### config.mk
export PLATFORM = sky130hd
export DESIGN_NAME = rcms_selector
export DESIGN_NICKNAME = d
export VERILOG_FILES = /design/src/hdl/rcms_pkg.sv /design/src/hdl/rcms_selector.sv
export VERILOG_INCLUDE_DIRS = /design/src /design/src/hdl
export SDC_FILE = /design/constraint.sdc
export NUM_CORES = 1
export LEC_CHECK = 0
export ABC_AREA = 1
export BUFFER_PORTS_ARGS = -buffer_cell sky130_fd_sc_hd__buf_2
export CORE_MARGIN = 4
export CORE_UTILIZATION = 45
export CTS_CLUSTER_SIZE = 12
export DETAILED_ROUTE_END_ITERATION = 10
export PLACE_DENSITY_LB_ADDON = 0.3
export SETUP_SLACK_MARGIN = 0.4
export SKIP_LAST_GASP = 1
export SLEW_MARGIN = 10
export SYNTH_ARGS = -nofsm -noshare
export SYNTH_HDL_FRONTEND = slang
export SYNTH_SLANG_ARGS = --single-unit
### constraint.sdc
create_clock -name aclk -period 4.3 [get_ports aclk]
set_input_delay 0.86 -clock aclk [delete_from_list [all_inputs] [get_ports aclk]]
set_output_delay 0.86 -clock aclk [all_outputs]
set_load 0.005 [all_outputs]
### src/hdl/rcms_consts.svh
// Purpose: Constants for the reset clock mode selector.
// Assumes: One 50 MHz clock, AXI4-Lite register access.
// Notes: Factors are held in half units (value times two).
`ifndef RCMS_CONSTS_SVH
`define RCMS_CONSTS_SVH

// ============================================================
// Register map (byte addresses)
`define RCMS_ADDR_STATUS 4'h0
`define RCMS_ADDR_FACTORS 4'h4
`define RCMS_ADDR_CODE 4'h8
`define RCMS_ADDR_SCRATCH 4'hC
`define RCMS_RESP_OKAY 2'h0
`define RCMS_RESP_DECERR 2'h3

// ============================================================
// Configuration word and code layout
`define RCMS_HCW_HIGH_LSB 28
`define RCMS_DEFAULT_HIGH 4'h0

// ============================================================
// Default-mode factors, half units
`define RCMS_DEF_CPM 8'h06
`define RCMS_DEF_CPU 8'h08
`define RCMS_DEF_DIV 8'h00

`endif

### src/hdl/rcms_pkg.sv
// Purpose: Types for the reset clock mode selector.
// Assumes: Included constants header.
// Notes: Factors are in half units.
package rcms_pkg;
	typedef enum logic [1:0] {
		RCMS_LOCAL_BUS,
		RCMS_PCI_HOST,
		RCMS_PCI_AGENT
	} rcms_mode_t;

	typedef struct packed {
		logic [7:0] cpm_x2;
		logic [7:0] cpu_x2;
		logic [7:0] div_x2;
		logic reserved;
	} rcms_factors_t;

	typedef struct packed {
		logic pci_disable_strap;
		logic host_agent_strap;
		logic [2:0] clock_mode_pins;
		logic [31:0] config_word;
		logic [5:0] local_general_lines;
	} rcms_straps_t;
endpackage

### src/hdl/rcms_selector.sv
// Purpose: Latch clock mode at power-on reset, pick PLL factors, make ticks.
// Assumes: Straps stable while power_on_reset_in is high.
// Notes: Only a sample of the factor table is held; other codes report
// reserved and keep the default-mode factors.
`timescale 1ns/1ns
`default_nettype none
`include "rcms_consts.svh"

module rcms_selector
	import rcms_pkg::*;
(
	input wire logic aclk,
	input wire logic aresetn,
	input wire logic power_on_reset_in,
	input wire rcms_straps_t straps,
	input wire logic [31:0] s_axi_awaddr,
	input wire logic s_axi_awvalid,
	output logic s_axi_awready,
	input wire logic [31:0] s_axi_wdata,
	input wire logic [3:0] s_axi_wstrb,
	input wire logic s_axi_wvalid,
	output logic s_axi_wready,
	output logic [1:0] s_axi_bresp,
	output logic s_axi_bvalid,
	input wire logic s_axi_bready,
	input wire logic [31:0] s_axi_araddr,
	input wire logic s_axi_arvalid,
	output logic s_axi_arready,
	output logic [31:0] s_axi_rdata,
	output logic [1:0] s_axi_rresp,
	output logic s_axi_rvalid,
	input wire logic s_axi_rready,
	output rcms_mode_t mode_reg,
	output logic pci_low_range_reg,
	output logic [6:0] config_code_reg,
	output rcms_factors_t factors_reg,
	output logic [3:0] tick_reg
);

	// ============================================================
	// Mode and code formation
	rcms_mode_t mode_next;
	logic range_next;
	logic [3:0] clock_mode_high_bits;
	logic [6:0] code_next;
	rcms_factors_t factors_next;
	logic [7:0] scratch_reg;
	logic [1:0] phase_reg;
	logic tick_spread_reg;

	always_comb begin
		if (straps.pci_disable_strap) begin
			mode_next = RCMS_LOCAL_BUS;
		end else if (straps.host_agent_strap) begin
			mode_next = RCMS_PCI_AGENT;
		end else begin
			mode_next = RCMS_PCI_HOST;
		end
	end

	always_comb begin
		if (straps.pci_disable_strap) begin
			range_next = 1'b0;
			clock_mode_high_bits =
				straps.config_word[`RCMS_HCW_HIGH_LSB +: 4];
		end else begin
			range_next = straps.local_general_lines[5];
			clock_mode_high_bits = {straps.local_general_lines[0],
				straps.local_general_lines[1],
				straps.local_general_lines[2],
				straps.local_general_lines[3]};
		end
		code_next = {clock_mode_high_bits, straps.clock_mode_pins};
	end

	// ============================================================
	// Factor table, half units; reserved codes flagged
	always_comb begin
		factors_next = '{cpm_x2: `RCMS_DEF_CPM, cpu_x2: `RCMS_DEF_CPU,
			div_x2: `RCMS_DEF_DIV, reserved: 1'b0};
		unique case (mode_next)
			RCMS_LOCAL_BUS: begin
				unique case (code_next)
					7'h00: factors_next = '{8'h06, 8'h08, 8'h00, 1'b0};
					7'h01: factors_next = '{8'h06, 8'h0A, 8'h00, 1'b0};
					7'h02: factors_next = '{8'h08, 8'h08, 8'h00, 1'b0};
					7'h03: factors_next = '{8'h08, 8'h0A, 8'h00, 1'b0};
					7'h04: factors_next = '{8'h04, 8'h05, 8'h00, 1'b0};
					7'h05: factors_next = '{8'h04, 8'h06, 8'h00, 1'b0};
					7'h06: factors_next = '{8'h05, 8'h05, 8'h00, 1'b0};
					7'h07: factors_next = '{8'h05, 8'h06, 8'h00, 1'b0};
					7'h08: factors_next = '{8'h04, 8'h08, 8'h00, 1'b0};
					default: factors_next.reserved = 1'b1;
				endcase
			end
			RCMS_PCI_HOST: begin
				unique case (code_next)
					7'h09: factors_next = '{8'h06, 8'h0C, 8'h06, 1'b0};
					7'h0A: factors_next = '{8'h06, 8'h0E, 8'h06, 1'b0};
					7'h0B: factors_next = '{8'h06, 8'h10, 8'h06, 1'b0};
					7'h10: factors_next = '{8'h08, 8'h0A, 8'h08, 1'b0};
					7'h11: factors_next = '{8'h08, 8'h0C, 8'h08, 1'b0};
					7'h18: factors_next = '{8'h0A, 8'h0A, 8'h0A, 1'b0};
					7'h21: factors_next = '{8'h0C, 8'h0C, 8'h0C, 1'b0};
					7'h29: factors_next = '{8'h04, 8'h06, 8'h04, 1'b0};
					default: factors_next.reserved = 1'b1;
				endcase
			end
			RCMS_PCI_AGENT: begin
				unique case (code_next)
					7'h00: factors_next = '{8'h04, 8'h05, 8'h04, 1'b0};
					7'h01: factors_next = '{8'h04, 8'h06, 8'h04, 1'b0};
					7'h02: factors_next = '{8'h06, 8'h06, 8'h06, 1'b0};
					7'h03: factors_next = '{8'h06, 8'h08, 8'h06, 1'b0};
					7'h04: factors_next = '{8'h06, 8'h06, 8'h05, 1'b0};
					7'h09: factors_next = '{8'h04, 8'h0A, 8'h08, 1'b0};
					7'h11: factors_next = '{8'h06, 8'h06, 8'h05, 1'b0};
					default: factors_next.reserved = 1'b1;
				endcase
			end
			default: factors_next.reserved = 1'b1;
		endcase
	end

	// ============================================================
	// Capture only under power-on reset; running clocks stay put after
	always_ff @(posedge aclk) begin
		if (!aresetn) begin
			mode_reg <= RCMS_LOCAL_BUS;
			pci_low_range_reg <= 1'b0;
			config_code_reg <= 7'h00;
			factors_reg <= '{`RCMS_DEF_CPM, `RCMS_DEF_CPU, `RCMS_DEF_DIV, 1'b0};
		end else if (power_on_reset_in) begin
			mode_reg <= mode_next;
			pci_low_range_reg <= range_next;
			config_code_reg <= code_next;
			factors_reg <= factors_next;
		end
	end

	// ============================================================
	// Tick generator: aclk models four internal phases per input cycle.
	// Phase 0 is the input rise, phase 2 the fall; phases 1 and 3 are
	// spaced by the ratio (odd half-unit CPU factor shifts them).
	always_ff @(posedge aclk) begin
		if (!aresetn) begin
			phase_reg <= 2'h0;
			tick_spread_reg <= 1'b0;
		end else begin
			phase_reg <= phase_reg + 2'h1;
			tick_spread_reg <= factors_reg.cpu_x2[0];
		end
	end

	always_ff @(posedge aclk) begin
		if (!aresetn) begin
			tick_reg <= 4'h0;
		end else begin
			tick_reg[0] <= (phase_reg == 2'h0);
			tick_reg[2] <= (phase_reg == 2'h2);
			tick_reg[1] <= tick_spread_reg ? (phase_reg == 2'h0)
				: (phase_reg == 2'h1);
			tick_reg[3] <= tick_spread_reg ? (phase_reg == 2'h2)
				: (phase_reg == 2'h3);
		end
	end

	// ============================================================
	// AXI4-Lite slave; valid, data and response outputs registered on the rising edge, readies decoded from state
	logic aw_held, w_held;
	logic [3:0] aw_addr_reg;
	logic aw_far_reg;
	logic [31:0] w_data_reg;
	logic [3:0] w_strb_reg;

	assign s_axi_awready = !aw_held && !s_axi_bvalid;
	assign s_axi_wready = !w_held && !s_axi_bvalid;
	assign s_axi_arready = !s_axi_rvalid;

	always_ff @(posedge aclk) begin
		if (!aresetn) begin
			aw_held <= 1'b0;
			w_held <= 1'b0;
			aw_addr_reg <= 4'h0;
			aw_far_reg <= 1'b0;
			w_data_reg <= 32'h0000_0000;
			w_strb_reg <= 4'h0;
		end else if (aw_held && w_held) begin
			aw_held <= 1'b0;
			w_held <= 1'b0;
		end else begin
			if (s_axi_awvalid && s_axi_awready) begin
				aw_held <= 1'b1;
				aw_addr_reg <= s_axi_awaddr[3:0];
				aw_far_reg <= |s_axi_awaddr[31:4];
			end
			if (s_axi_wvalid && s_axi_wready) begin
				w_held <= 1'b1;
				w_data_reg <= s_axi_wdata;
				w_strb_reg <= s_axi_wstrb;
			end
		end
	end

	always_ff @(posedge aclk) begin
		if (!aresetn) begin
			s_axi_bvalid <= 1'b0;
			s_axi_bresp <= `RCMS_RESP_OKAY;
			scratch_reg <= 8'h00;
		end else if (aw_held && w_held) begin
			s_axi_bvalid <= 1'b1;
			if (aw_far_reg) begin
				s_axi_bresp <= `RCMS_RESP_DECERR;
			end else if (aw_addr_reg == `RCMS_ADDR_SCRATCH) begin
				s_axi_bresp <= `RCMS_RESP_OKAY;
				if (w_strb_reg[0]) begin
					scratch_reg <= w_data_reg[7:0];
				end
			end else if (aw_addr_reg[1:0] == 2'h0 &&
				aw_addr_reg != `RCMS_ADDR_SCRATCH) begin
				s_axi_bresp <= `RCMS_RESP_OKAY;
			end else begin
				s_axi_bresp <= `RCMS_RESP_DECERR;
			end
		end else if (s_axi_bvalid && s_axi_bready) begin
			s_axi_bvalid <= 1'b0;
		end
	end

	always_ff @(posedge aclk) begin
		if (!aresetn) begin
			s_axi_rvalid <= 1'b0;
			s_axi_rdata <= 32'h0000_0000;
			s_axi_rresp <= `RCMS_RESP_OKAY;
		end else if (s_axi_arvalid && s_axi_arready &&
			s_axi_araddr[31:4] != 28'h0) begin
			// Upper bits set: outside the map, so no aliasing onto it
			s_axi_rvalid <= 1'b1;
			s_axi_rdata <= 32'h0000_0000;
			s_axi_rresp <= `RCMS_RESP_DECERR;
		end else if (s_axi_arvalid && s_axi_arready) begin
			s_axi_rvalid <= 1'b1;
			s_axi_rresp <= `RCMS_RESP_OKAY;
			unique case (s_axi_araddr[3:0])
				`RCMS_ADDR_STATUS: s_axi_rdata <= {27'h0, factors_reg.reserved,
					pci_low_range_reg, 1'b0, mode_reg};
				`RCMS_ADDR_FACTORS: s_axi_rdata <= {8'h00,
					factors_reg.cpm_x2, factors_reg.cpu_x2,
					factors_reg.div_x2};
				`RCMS_ADDR_CODE: s_axi_rdata <= {25'h0, config_code_reg};
				`RCMS_ADDR_SCRATCH: s_axi_rdata <= {24'h0, scratch_reg};
				default: begin
					s_axi_rdata <= 32'h0000_0000;
					s_axi_rresp <= `RCMS_RESP_DECERR;
				end
			endcase
		end else if (s_axi_rvalid && s_axi_rready) begin
			s_axi_rvalid <= 1'b0;
		end
	end

	// ============================================================
	// Checks
	a_local_mode_pick: assert property (@(posedge aclk)
		disable iff (!aresetn)
		power_on_reset_in && straps.pci_disable_strap |=>
		mode_reg == RCMS_LOCAL_BUS) else $error("local mode not chosen");
	a_agent_mode_pick: assert property (@(posedge aclk)
		disable iff (!aresetn)
		power_on_reset_in && !straps.pci_disable_strap &&
		straps.host_agent_strap |=> mode_reg == RCMS_PCI_AGENT)
		else $error("agent mode not chosen");
	a_range_from_line: assert property (@(posedge aclk)
		disable iff (!aresetn)
		power_on_reset_in && !straps.pci_disable_strap |=>
		pci_low_range_reg == $past(straps.local_general_lines[5]))
		else $error("range select wrong");
	a_code_low_pins: assert property (@(posedge aclk)
		disable iff (!aresetn)
		power_on_reset_in |=>
		config_code_reg[2:0] == $past(straps.clock_mode_pins))
		else $error("mode pins not in code");
	a_code_high_lines: assert property (@(posedge aclk)
		disable iff (!aresetn)
		power_on_reset_in && !straps.pci_disable_strap |=>
		config_code_reg[6] == $past(straps.local_general_lines[0]))
		else $error("line zero not code msb");
	a_hold_after_por: assert property (@(posedge aclk)
		disable iff (!aresetn)
		!power_on_reset_in |=> $stable(factors_reg) && $stable(mode_reg))
		else $error("config moved outside reset");
	a_default_factors: assert property (@(posedge aclk)
		disable iff (!aresetn)
		power_on_reset_in && straps.pci_disable_strap &&
		code_next == 7'h00 |=> factors_reg.cpm_x2 == 8'h06 &&
		factors_reg.cpu_x2 == 8'h08) else $error("default factors");
	a_host_sample: assert property (@(posedge aclk)
		disable iff (!aresetn)
		power_on_reset_in && mode_next == RCMS_PCI_HOST &&
		code_next == 7'h09 |=> factors_reg.div_x2 == 8'h06)
		else $error("host divide wrong");
	a_tick_rise: assert property (@(posedge aclk)
		disable iff (!aresetn)
		tick_reg[0] |=> ##1 tick_reg[2]) else $error("third tick off");
	a_tick_period: assert property (@(posedge aclk)
		disable iff (!aresetn)
		tick_reg[0] |=> !tick_reg[0] [*3] ##1 tick_reg[0])
		else $error("tick period not four");
	a_tick_second: assert property (@(posedge aclk)
		disable iff (!aresetn)
		tick_reg[1] |-> tick_reg[0] || $past(tick_reg[0]))
		else $error("second tick not at or after first");
	a_tick_fourth: assert property (@(posedge aclk)
		disable iff (!aresetn)
		tick_reg[3] |-> tick_reg[2] || $past(tick_reg[2]))
		else $error("fourth tick not at or after third");
	a_agent_reserved: assert property (@(posedge aclk)
		disable iff (!aresetn)
		power_on_reset_in && mode_next == RCMS_PCI_AGENT &&
		code_next == 7'h18 |=> factors_reg.reserved)
		else $error("reserved not flagged");
	a_far_decerr: assert property (@(posedge aclk)
		disable iff (!aresetn)
		s_axi_arvalid && s_axi_arready && s_axi_araddr[31:4] != 28'h0
		|=> s_axi_rresp == `RCMS_RESP_DECERR)
		else $error("far read not refused");

	c_local_capture: cover property (@(posedge aclk)
		power_on_reset_in && straps.pci_disable_strap);
	c_host_capture: cover property (@(posedge aclk)
		power_on_reset_in && mode_next == RCMS_PCI_HOST);
	c_agent_capture: cover property (@(posedge aclk)
		power_on_reset_in && mode_next == RCMS_PCI_AGENT);
	c_axi_read: cover property (@(posedge aclk) s_axi_rvalid && s_axi_rready);
	c_tick_spread: cover property (@(posedge aclk)
		tick_spread_reg && tick_reg[1]);

endmodule
`default_nettype wire

After elaboration in Yosys (flattened, before gate mapping). Index checks and enable logic that the tools add are counted.

Input bits: 151. Bits in registers: 104. Output and inout bits: 80. Logic and storage cells: 112.

Bitwise operators: 3. Equality and inequality tests: 26. Add/sub/neg operators: 1. Reduce and logical (&&, ||, !) cells: 34. Muxes and demuxes: 26.

Operators with widths (number): 20-bit one-hot mux with 8 select lines (2); 18-bit one-hot mux with 6 select lines (1); 24-bit one-hot mux with 4 select lines (1); 24-bit one-hot mux with 3 select lines (1); 7-bit by 3-bit == test with 1-bit output, second input constant (4); 7-bit by 4-bit == test with 1-bit output, second input constant (4); 28-bit nonzero test (1); 28-bit OR reduction (1); 7-bit by 5-bit == test with 1-bit output, second input constant (3); 2-bit two-way mux (8); 7-bit by 2-bit == test with 1-bit output, second input constant (2); 7-bit by 6-bit == test with 1-bit output, second input constant (2); 4-bit == test, second input constant (3); 1-bit two-way mux (11); 1-bit logical AND (10); 9-bit OR reduction (1); 8-bit OR reduction (1); 7-bit by 1-bit == test with 1-bit output, second input constant (1); 7-bit logical NOT (1); 7-bit OR reduction (1); 2-bit == test, second input constant (3); 2-bit logical NOT (3); 2-bit OR reduction (3); 2-bit by 1-bit == test with 1-bit output, second input constant (2); other kinds (13) (20).

Depth between registers and ports, before layout. Gate-level depths: netlist of the first run.

Depth in word-level cells: 5. Gate-level depth with buffers: 14.

Worst setup path before layout of the first run. Ideal clock, no wire load.

Kind: input -> register. Start: input straps[42] (netlist bit). End: register factors_reg[18] (netlist bit). Cell stages on the path: 13. Setup time: 0.121 ns. Required time: 4.179 ns. Setup slack: 2.345 ns. Data arrival time: 1.834 ns. Cells stage by stage: buf_6 > inv_8 > nand2_4 > nand2_4 > inv_4 > nor2_8 > nand3_1 > o21ai_0 > nor2_1 > nand2_1 > nand2_1 > nand2_1 > nand3_1.

Cells in the longest elaborated chain, start to end: 5. Elaborated cells between the ends (all ways): 27. Those cells by class: eq/ne (18); mux (6); reduce/logical (3).

RTL lines: from (decl) (RTL line rcms_selector.sv:15) `input wire rcms_straps_t straps,`; 4-bit two-way mux (RTL line rcms_selector.sv:62) `if (straps.pci_disable_strap) begin`; 7-bit by 5-bit == test with 1-bit output or 7-bit by 3-bit == test with 1-bit output (tied branches) (RTL line rcms_selector.sv:97, rcms_selector.sv:110, rcms_selector.sv:83); 2-bit OR reduction (no source line); 18-bit one-hot mux with 6 select lines (RTL line rcms_selector.sv:110) `unique case (code_next)`; 24-bit one-hot mux with 3 select lines * (RTL line rcms_selector.sv:81) `unique case (mode_next)`; to (signal assigned) (RTL line rcms_selector.sv:132) `` factors_reg <= '{`RCMS_DEF_CPM, `RCMS_DEF_CPU, `RCMS_DEF_DIV, 1'b0}; ``; to (signal assigned) (RTL line rcms_selector.sv:137) `factors_reg <= factors_next;`; to (decl) (RTL line rcms_selector.sv:36) `output rcms_factors_t factors_reg,`.

Every way passes the cells marked *; elsewhere a longest branch is shown, timed or not. A chain may end at the register's enable or synchronous reset.

Worst setup path in the final report of the first run.
Start: input s_axi_arvalid. End: register s_axi_rdata[3].

Cells in the longest elaborated chain, start to end: 3.

RTL lines: from (decl) (RTL line rcms_selector.sv:27) `input wire logic s_axi_arvalid,`; 1-bit logical AND * (RTL line rcms_selector.sv:235, rcms_selector.sv:241); 1-bit logical AND (RTL line rcms_selector.sv:235) `end else if (s_axi_arvalid && s_axi_arready &&`; 2-bit OR reduction (no source line); to (signal assigned) (RTL line rcms_selector.sv:245) `` `RCMS_ADDR_STATUS: s_axi_rdata <= {27'h0, factors_reg.reserved, ``; to (signal assigned) (RTL line rcms_selector.sv:247) `` `RCMS_ADDR_FACTORS: s_axi_rdata <= {8'h00, ``; to (signal assigned) (RTL line rcms_selector.sv:250) `` `RCMS_ADDR_CODE: s_axi_rdata <= {25'h0, config_code_reg}; ``; to (decl) (RTL line rcms_selector.sv:29) `output logic [31:0] s_axi_rdata,`.

Marks and branches as above.

==> results of run 1 <==
==> per-layer routing <==
metal | vias to the layer above | global-route usage (%) | share of wire, %
li1 | 2016 | - | -
met1 | 1781 | 27.95 | 45
met2 | 182 | 35.87 | 46
met3 | 11 | 3.857 | 8.3
met4 | 0 | 5.215 | 1.1
met5 | - | 0 | 0
==> layout by cell type (no fill, tap or decap), drive strengths merged <==
| cell | instances |
|---|---|
| a211oi | 1 |
| a21oi | 32 |
| a22oi | 9 |
| a31oi | 3 |
| a41oi | 2 |
| buf | 149 |
| bufinv | 1 |
| clkbuf | 11 |
| clkinv | 4 |
| clkinvlp | 2 |
| conb | 26 |
| dfxtp | 76 |
| ha | 4 |
| inv | 57 |
| nand2 | 119 |
| nand3 | 29 |
| nand3b | 1 |
| nand4 | 11 |
| nor2 | 90 |
| nor3 | 3 |
| nor4 | 15 |
| o211ai | 5 |
| o21a | 1 |
| o21ai | 42 |
==> worst min-delay path by stage <==
stage	start	to	slack (ps)	cells past startpoint
after floorplan	scratch_reg[7]$_SDFFE_PN0P_	scratch_reg[7]$_SDFFE_PN0P_	430	2
after global placement	phase_reg[0]$_SDFF_PN0_	phase_reg[0]$_SDFF_PN0_	450	1
after detailed placement	aw_far_reg$_SDFFE_PN0P_	aw_far_reg$_SDFFE_PN0P_	450	2
after CTS	s_axi_rdata[4]$_SDFFE_PP0P_	s_axi_rdata[4]$_SDFFE_PP0P_	460	2
after global routing	s_axi_rdata[5]$_SDFFE_PP0P_	s_axi_rdata[5]$_SDFFE_PP0P_	500	2
final	s_axi_rdata[2]$_SDFFE_PP0P_	s_axi_rdata[2]$_SDFFE_PP0P_	460	2
==> layout make-up <==
class / count / area, µm² / share of cell area, %
inverters: 59 / 231.5 / 4.818
clock inverters: 5 / 58.81 / 1.224
well taps: 105 / 131.4 / 2.734
flip-flops and latches: 76 / 1521 / 31.67
repair buffers: 149 / 748.2 / 15.57
multi-input cells: 393 / 1972 / 41.04
clock buffers: 11 / 141.4 / 2.943
==> worst register-to-register path, stage by stage (launching register included) <==
cell      delay, ps
dfxtp_1         330
inv_1            60
nand2_1         490
clkinv_1        430
o21ai_0         220
nand2_1         390
a21oi_1         240
==> stage by stage <==
step | hold slack [ps] | power [µW] | worst slack [ps]
2_1_floorplan | 430.2 | 921.8 | 2345
3_3_place_gp | 445.5 | 993.6 | 1560
3_5_place_dp | 453.3 | 998.6 | 1491
4_1_cts | 464.9 | 1542 | 1850
5_1_grt | 498.0 | 1607 | 1631
6_report | 462.4 | 1531 | 1845
==> cell families (layout without fill, tap and decap cells) <==
group	after synthesis	after routing
simple gates	268	268
buf+inv	101	224
compound gates	95	95
flops	76	76
fa+ha+maj	4	4
other cells	1	26
==> power by group <==
group | switching [µW] | internal (µW)
Combinational | 138 | 85.5
Sequential | 22.0 | 735
Clock | 265 | 285
==> Yosys cell counts, drive strengths merged <==
| master | number |
|---|---|
| buf | 36 |
| nand3b | 1 |
| a22oi | 9 |
| o21a | 1 |
| dfxtp | 76 |
| clkbuf | 6 |
| ha | 4 |
| nor4 | 15 |
| clkinv | 3 |
| a31oi | 3 |
| nand4 | 11 |
| a21oi | 32 |
| o21ai | 42 |
| nor3 | 3 |
| nand2 | 119 |
| a41oi | 2 |
| nor2 | 90 |
| inv | 56 |
| a211oi | 1 |
| o211ai | 5 |
| nand3 | 29 |
| conb | 1 |
==> summary.txt, run 1 <==
Logic synthesis
  – Mapped cell area: 3925 µm²
  – Post-Synth XOR/XNOR Area: 0%
  – Synth Instances: 545
  – Yosys warnings: 0
  – #FFs+latches synth: 76
  – Netlist cell types: 39
  – Largest family of logic cells by synthesized area: simple AND/OR/NAND/NOR gates
  – Leading area contributor after synthesis: dfxtp_1
  – Post-synthesis mux area share: 0%
  – Post-synthesis simple-gate area fraction: 32.55%
  – Register area share after synthesis: 38.76%
  – Area contributors post-synth: dfxtp_1 39%, nand2_1 10%, nor2_1 7.8%, buf_4 5.5%, inv_1 5.1%
  – Syn Area/Cell: 7.202 µm²
  – Post-synthesis compound-gate area fraction: 13.93%
  – Top cell type's share of synthesized area: 38.76%
  – Adder-cell area share of the yosys netlist: 1.275%

Timing
  – RSZ-0062 raised after global routing: false
  – Fin. Hold Viols: 0
  – Final TNS setup: 0 ps
  – Peak Freq: 0.4073 GHz
  – Slew @ Worst Pin: 741.8 ps
  – Skew final: 8.430 ps
  – Final number of setup-violating endpoints: 0
  – Final period utilization: 57.10%
  – Max-slew violations: 0
  – Slew headroom: 50.49%
  – Min Tclk post-route: 2455 ps

Final layout
  – Final cell count without fillers: 798
  – Ant diodes: 0
  – Layout cell share with drive strength beyond 1: 28.43%
  – Fillers: 858
  – Nets: 843
  – Area grow syn2layout: 22.41%
  – Number of flip-flops in the largest register: 17
  – Final instance area: 4805 µm²
  – Final core occ: 57.61%

Drt
  – First drt pass iteration count: 4
  – DRC viols: 0
  – Vias per inst: 5.000
  – Wire per inst: 13.84 µm
  – Initial DRC Count: 196
  – Detail Route Antenna Nets: 0
  – Via Count: 3,990
  – WL final: 11.05 mm

Critical path
  – Critical Path Sink Type: flop
  – Critical path required time: 4560 ps
  – Cells on worst reg2reg path: 6
  – Crit. Startpoint: s_axi_arvalid
  – CP top delay family: simple AND/OR/NAND/NOR gates
  – Slowest Stage Delay on Critical Path: 480 ps
  – Crit start category: primary input
  – Worst R2R Start: s_axi_rvalid$_SDFFE_PN0P_
  – Worst EP arrival: 2720 ps
  – CP bufs+invs: 2
  – CP dominant cell by count: nand2_1
  – Worst reg2reg path endpoint: s_axi_rdata[3]$_SDFFE_PP0P_
  – Crit-path cells: buf_2 -> nand2_1 -> clkinv_1 -> o21ai_0 -> nand2_1 -> a21oi_1
  – Setup CP Type: in2reg
  – Setup slack, reg-to-reg: 2070 ps
  – Crit path max-delay cell type: nand2_1
  – Worst-path fanout max: 20
  – Crit path capture: s_axi_rdata[3]$_SDFFE_PP0P_
  – WP depth: 6

Job
  – Max cap viols: 0

Global routing
  – Global-route wire length before repair: 17.38 mm
  – GRT Residual Overflow: 0
  – Vias in the first global route: 3,680
  – Largest net degree at the start of global routing: 40
  – Global Route Usage Sum: 21.18%
  – Initial antenna violation count: 0

Power and ir drop
  – Worst VDD drop: 0.0001429 V
  – Leak pwr: 0.002413 µW
  – Power density over the cells: 318.7 nW/µm²

Run status
  – Run status: complete, no violations

Floorplan
  – Die span in x: 101.4 µm
  – # rows: 33
  – Core Box Area: 8341 µm²
  – Die area: 10,280 µm²
  – Initial Utilization: 47.06%
  – Num ports: 231
  – Die height: 101.4 µm

Clock network
  – Clock Tree Buf Depth: 2
  – H-tree levels: 3
  – Root buf cell: clkbuf_8
  – CTS buffer count: 9
  – Worst-Skew Late Latency: 350 ps
  – Clock transition at path regs: 80 ps
  – CTS tree: built
  – Post-CTS setup repair buffer count: 0
  – Hold buffer count at CTS: 0
  – Clock Sinks: 76
  – Post_cts resized: 0

Placed design
  – Area after DPL: 4604 µm²
  – Placed cell count: 782
  – Detailed placer's ending HPWL: 8.943 mm
  – IO buf count: 148
  – RePlAce Congestion: 0.8709

Worst hold path
  – Hold Path Class: reg2reg
(Power assumes the default switching activity.)
==> run 2: changes to the inputs <==
CORE_UTILIZATION = 40   (was 45)
clock period = 2.1 ns   (was 4.3 ns; I/O delays follow)
==> summary.txt, run 2 (synthesis results as in run 1) <==
Floorplan
  – Die span in x: 107.1 µm (+5.6%)
  – Die area: 11,460 µm² (+11%)
  – Num ports: 231 (unchanged)
  – Initial Utilization: 41.69% (-5.4 points)
  – Core Box Area: 9415 µm² (+13%)
  – Die height: 107.1 µm (+5.6%)
  – # rows: 35 (+6.1%)

Clock network
  – Post-CTS setup repair buffer count: 0 (unchanged)
  – Clock Tree Buf Depth: 2 (unchanged)
  – CTS buffer count: 9 (unchanged)
  – H-tree levels: 3 (unchanged)
  – Worst-Skew Late Latency: 340 ps (about the same)
  – Root buf cell: clkbuf_8
  – CTS tree: built
  – Clock transition at path regs: 80 ps (about the same)
  – Hold buffer count at CTS: 0 (unchanged)
  – Clock Sinks: 76 (unchanged)

Timing
  – RSZ-0062 raised after global routing: false
  – Final number of setup-violating endpoints: 0 (unchanged)
  – Skew final: 8.123 ps (-0.3070 ps)
  – Max-slew violations: 0 (unchanged)
  – Fin. Hold Viols: 0 (unchanged)
  – Peak Freq: 0.6270 GHz
  – Final TNS setup: 0 ps (unchanged)
  – Min Tclk post-route: 1595 ps
  – Final period utilization: 75.95%
  – Fin worst setup slack: 505.1 ps (-1339 ps)

Global routing
  – GRT Residual Overflow: 0 (unchanged)
  – Vias in the first global route: 3,710 (+0.82%)
  – Global-route wire length before repair: 17.92 mm (+3.1%)
  – Global Route Usage Sum: 19.62% (-1.6 points)
  – Largest net degree at the start of global routing: 35 (-13%)
  – Initial antenna violation count: 0 (unchanged)

Critical path
  – Worst EP arrival: 1880 ps (-840 ps)
  – Critical path required time: 2380 ps (-2180 ps)
  – Worst-path fanout max: 10 (-50%)
  – Crit path max-delay cell type: o21ai_0
  – CP dominant cell by count: nand2_1
  – Crit start category: primary input
  – Critical Path Sink Type: flop
  – Crit-path cells: buf_2 -> nand2_1 -> nand2_2 -> nand2_2 -> inv_1 -> nand2_1 -> o21ai_0 -> inv_1 -> nand2_1 -> a21oi_1 -> nand3_1
  – Slowest Stage Delay on Critical Path: 330 ps (-150 ps)
  – Setup CP Type: in2reg

Placed design
  – Placed cell count: 814 (+4.1%)
  – IO buf count: 148 (unchanged)
  – RePlAce Congestion: 0.8372 (-3.9%)
  – Detailed placer's ending HPWL: 9.389 mm (+5.0%)
  – Post-Place Worst Slack: 192.9 ps (-1298 ps)

Drt
  – Detail Route Antenna Nets: 0 (unchanged)
  – Vias per inst: 4.766 (-4.7%)
  – Via Count: 3,956 (-0.85%)
  – WL final: 11.41 mm (+3.3%)
  – First drt pass iteration count: 4 (unchanged)
  – Initial DRC Count: 133 (-32%)
  – Wire per inst: 13.75 µm (-0.69%)
  – DRC viols: 0 (unchanged)

Final layout
  – Layout cell share with drive strength beyond 1: 29.39% (+0.96 points)
  – Area grow syn2layout: 24.48%
  – Multi-input logic area: 1972 µm² (unchanged)
  – Nets: 851 (+0.95%)
  – Ant diodes: 0 (unchanged)
  – Most frequent cells in the layout: 148 x buf_2, 108 x nand2_1, 82 x nor2_1
  – Register Area: 1521 µm² (unchanged)
  – Most common cell after layout, fill and taps aside: buf_2
  – Number of flip-flops in the largest register: 17 (unchanged)
  – Final cell count without fillers: 830 (+4.0%)
  – Final core occ: 51.89% (-5.7 points)
  – Fillers: 1,013 (+18%)

Run status
  – Run status: complete, no violations

Power and ir drop
  – Worst VDD drop: 0.0003424 V (+140%)
  – Leak pwr: 0.002446 µW (+1.4%)
  – Power density over the cells: 636.6 nW/µm² (+100%)
  – Total Power: 3110 µW (+100%)

Job
  – Max cap viols: 0 (unchanged)

Worst hold path
  – Hold Path Class: in2reg
[run 2: cell count changes in the layout (fill, tap and decap cells not counted), sizes merged]
cell / previous run / this run
clkbuf: 11 / 10
buf: 149 / 157
clkinv: 4 / 5
[run 2: final cells by class]
cell class                      count  share of cell area, %
Clock inverter                      6                  1.306
Multi-Input combinational cell    393                  40.36
Tap cell                          129                  3.303
Clock buffer                       10                  2.612
Sequential cell                    76                  31.14
Inverter                           59                  4.738
Timing Repair Buffer              157                  16.54
[run 2: power by group]
part	internal (µW)	switching, µW
clock network	549	537
registers	1510	46.4
logic	185	287
[run 2: critical path, delay by kind of cell]
family	cells	cell delay, ps
buf+inv	3	430
compound gates	2	410
simple gates	6	610
[run 2: path summary, 6_finish.rpt]
kind | endpoint | slack, ps | depth (start not counted) | from
max reg2reg | scratch_reg[0]$_SDFFE_PN0P_ | 640 | 5 | w_held$_SDFFE_PP0P_
min | s_axi_bvalid$_SDFFE_PN0P_ | 320 | 4 | s_axi_bready
max | factors_reg[18]$_SDFFE_PN1P_ | 510 | 11 | straps[42]
min reg2reg | s_axi_rdata[6]$_SDFFE_PP0P_ | 460 | 2 | s_axi_rdata[6]$_SDFFE_PP0P_
[run 2: metrics by stage]
stage / hold WS (ps) / area (µm²)
3_3_place_gp: 443.7 / 4695
3_5_place_dp: 453.0 / 4695
2_1_floorplan: 430.2 / 4019
6_report: 317.0 / 4886
4_1_cts: 298.5 / 4886
5_1_grt: 319.2 / 4886
[run 2: metal layers]
layer	vias to the layer above	GRT usage, %	part of all wire (%)
met1	1748	25.60	45
li1	2031	-	-
met2	168	32.48	46
met4	0	5.662	1.2
met3	9	4.275	7.8
met5	-	0	0
[run 2: timing repair]
action	4_1_cts	5_1_grt
gates resized for setup	0	1
setup endpoints to repair	0	1
endpoints found under the hold margin	0	0
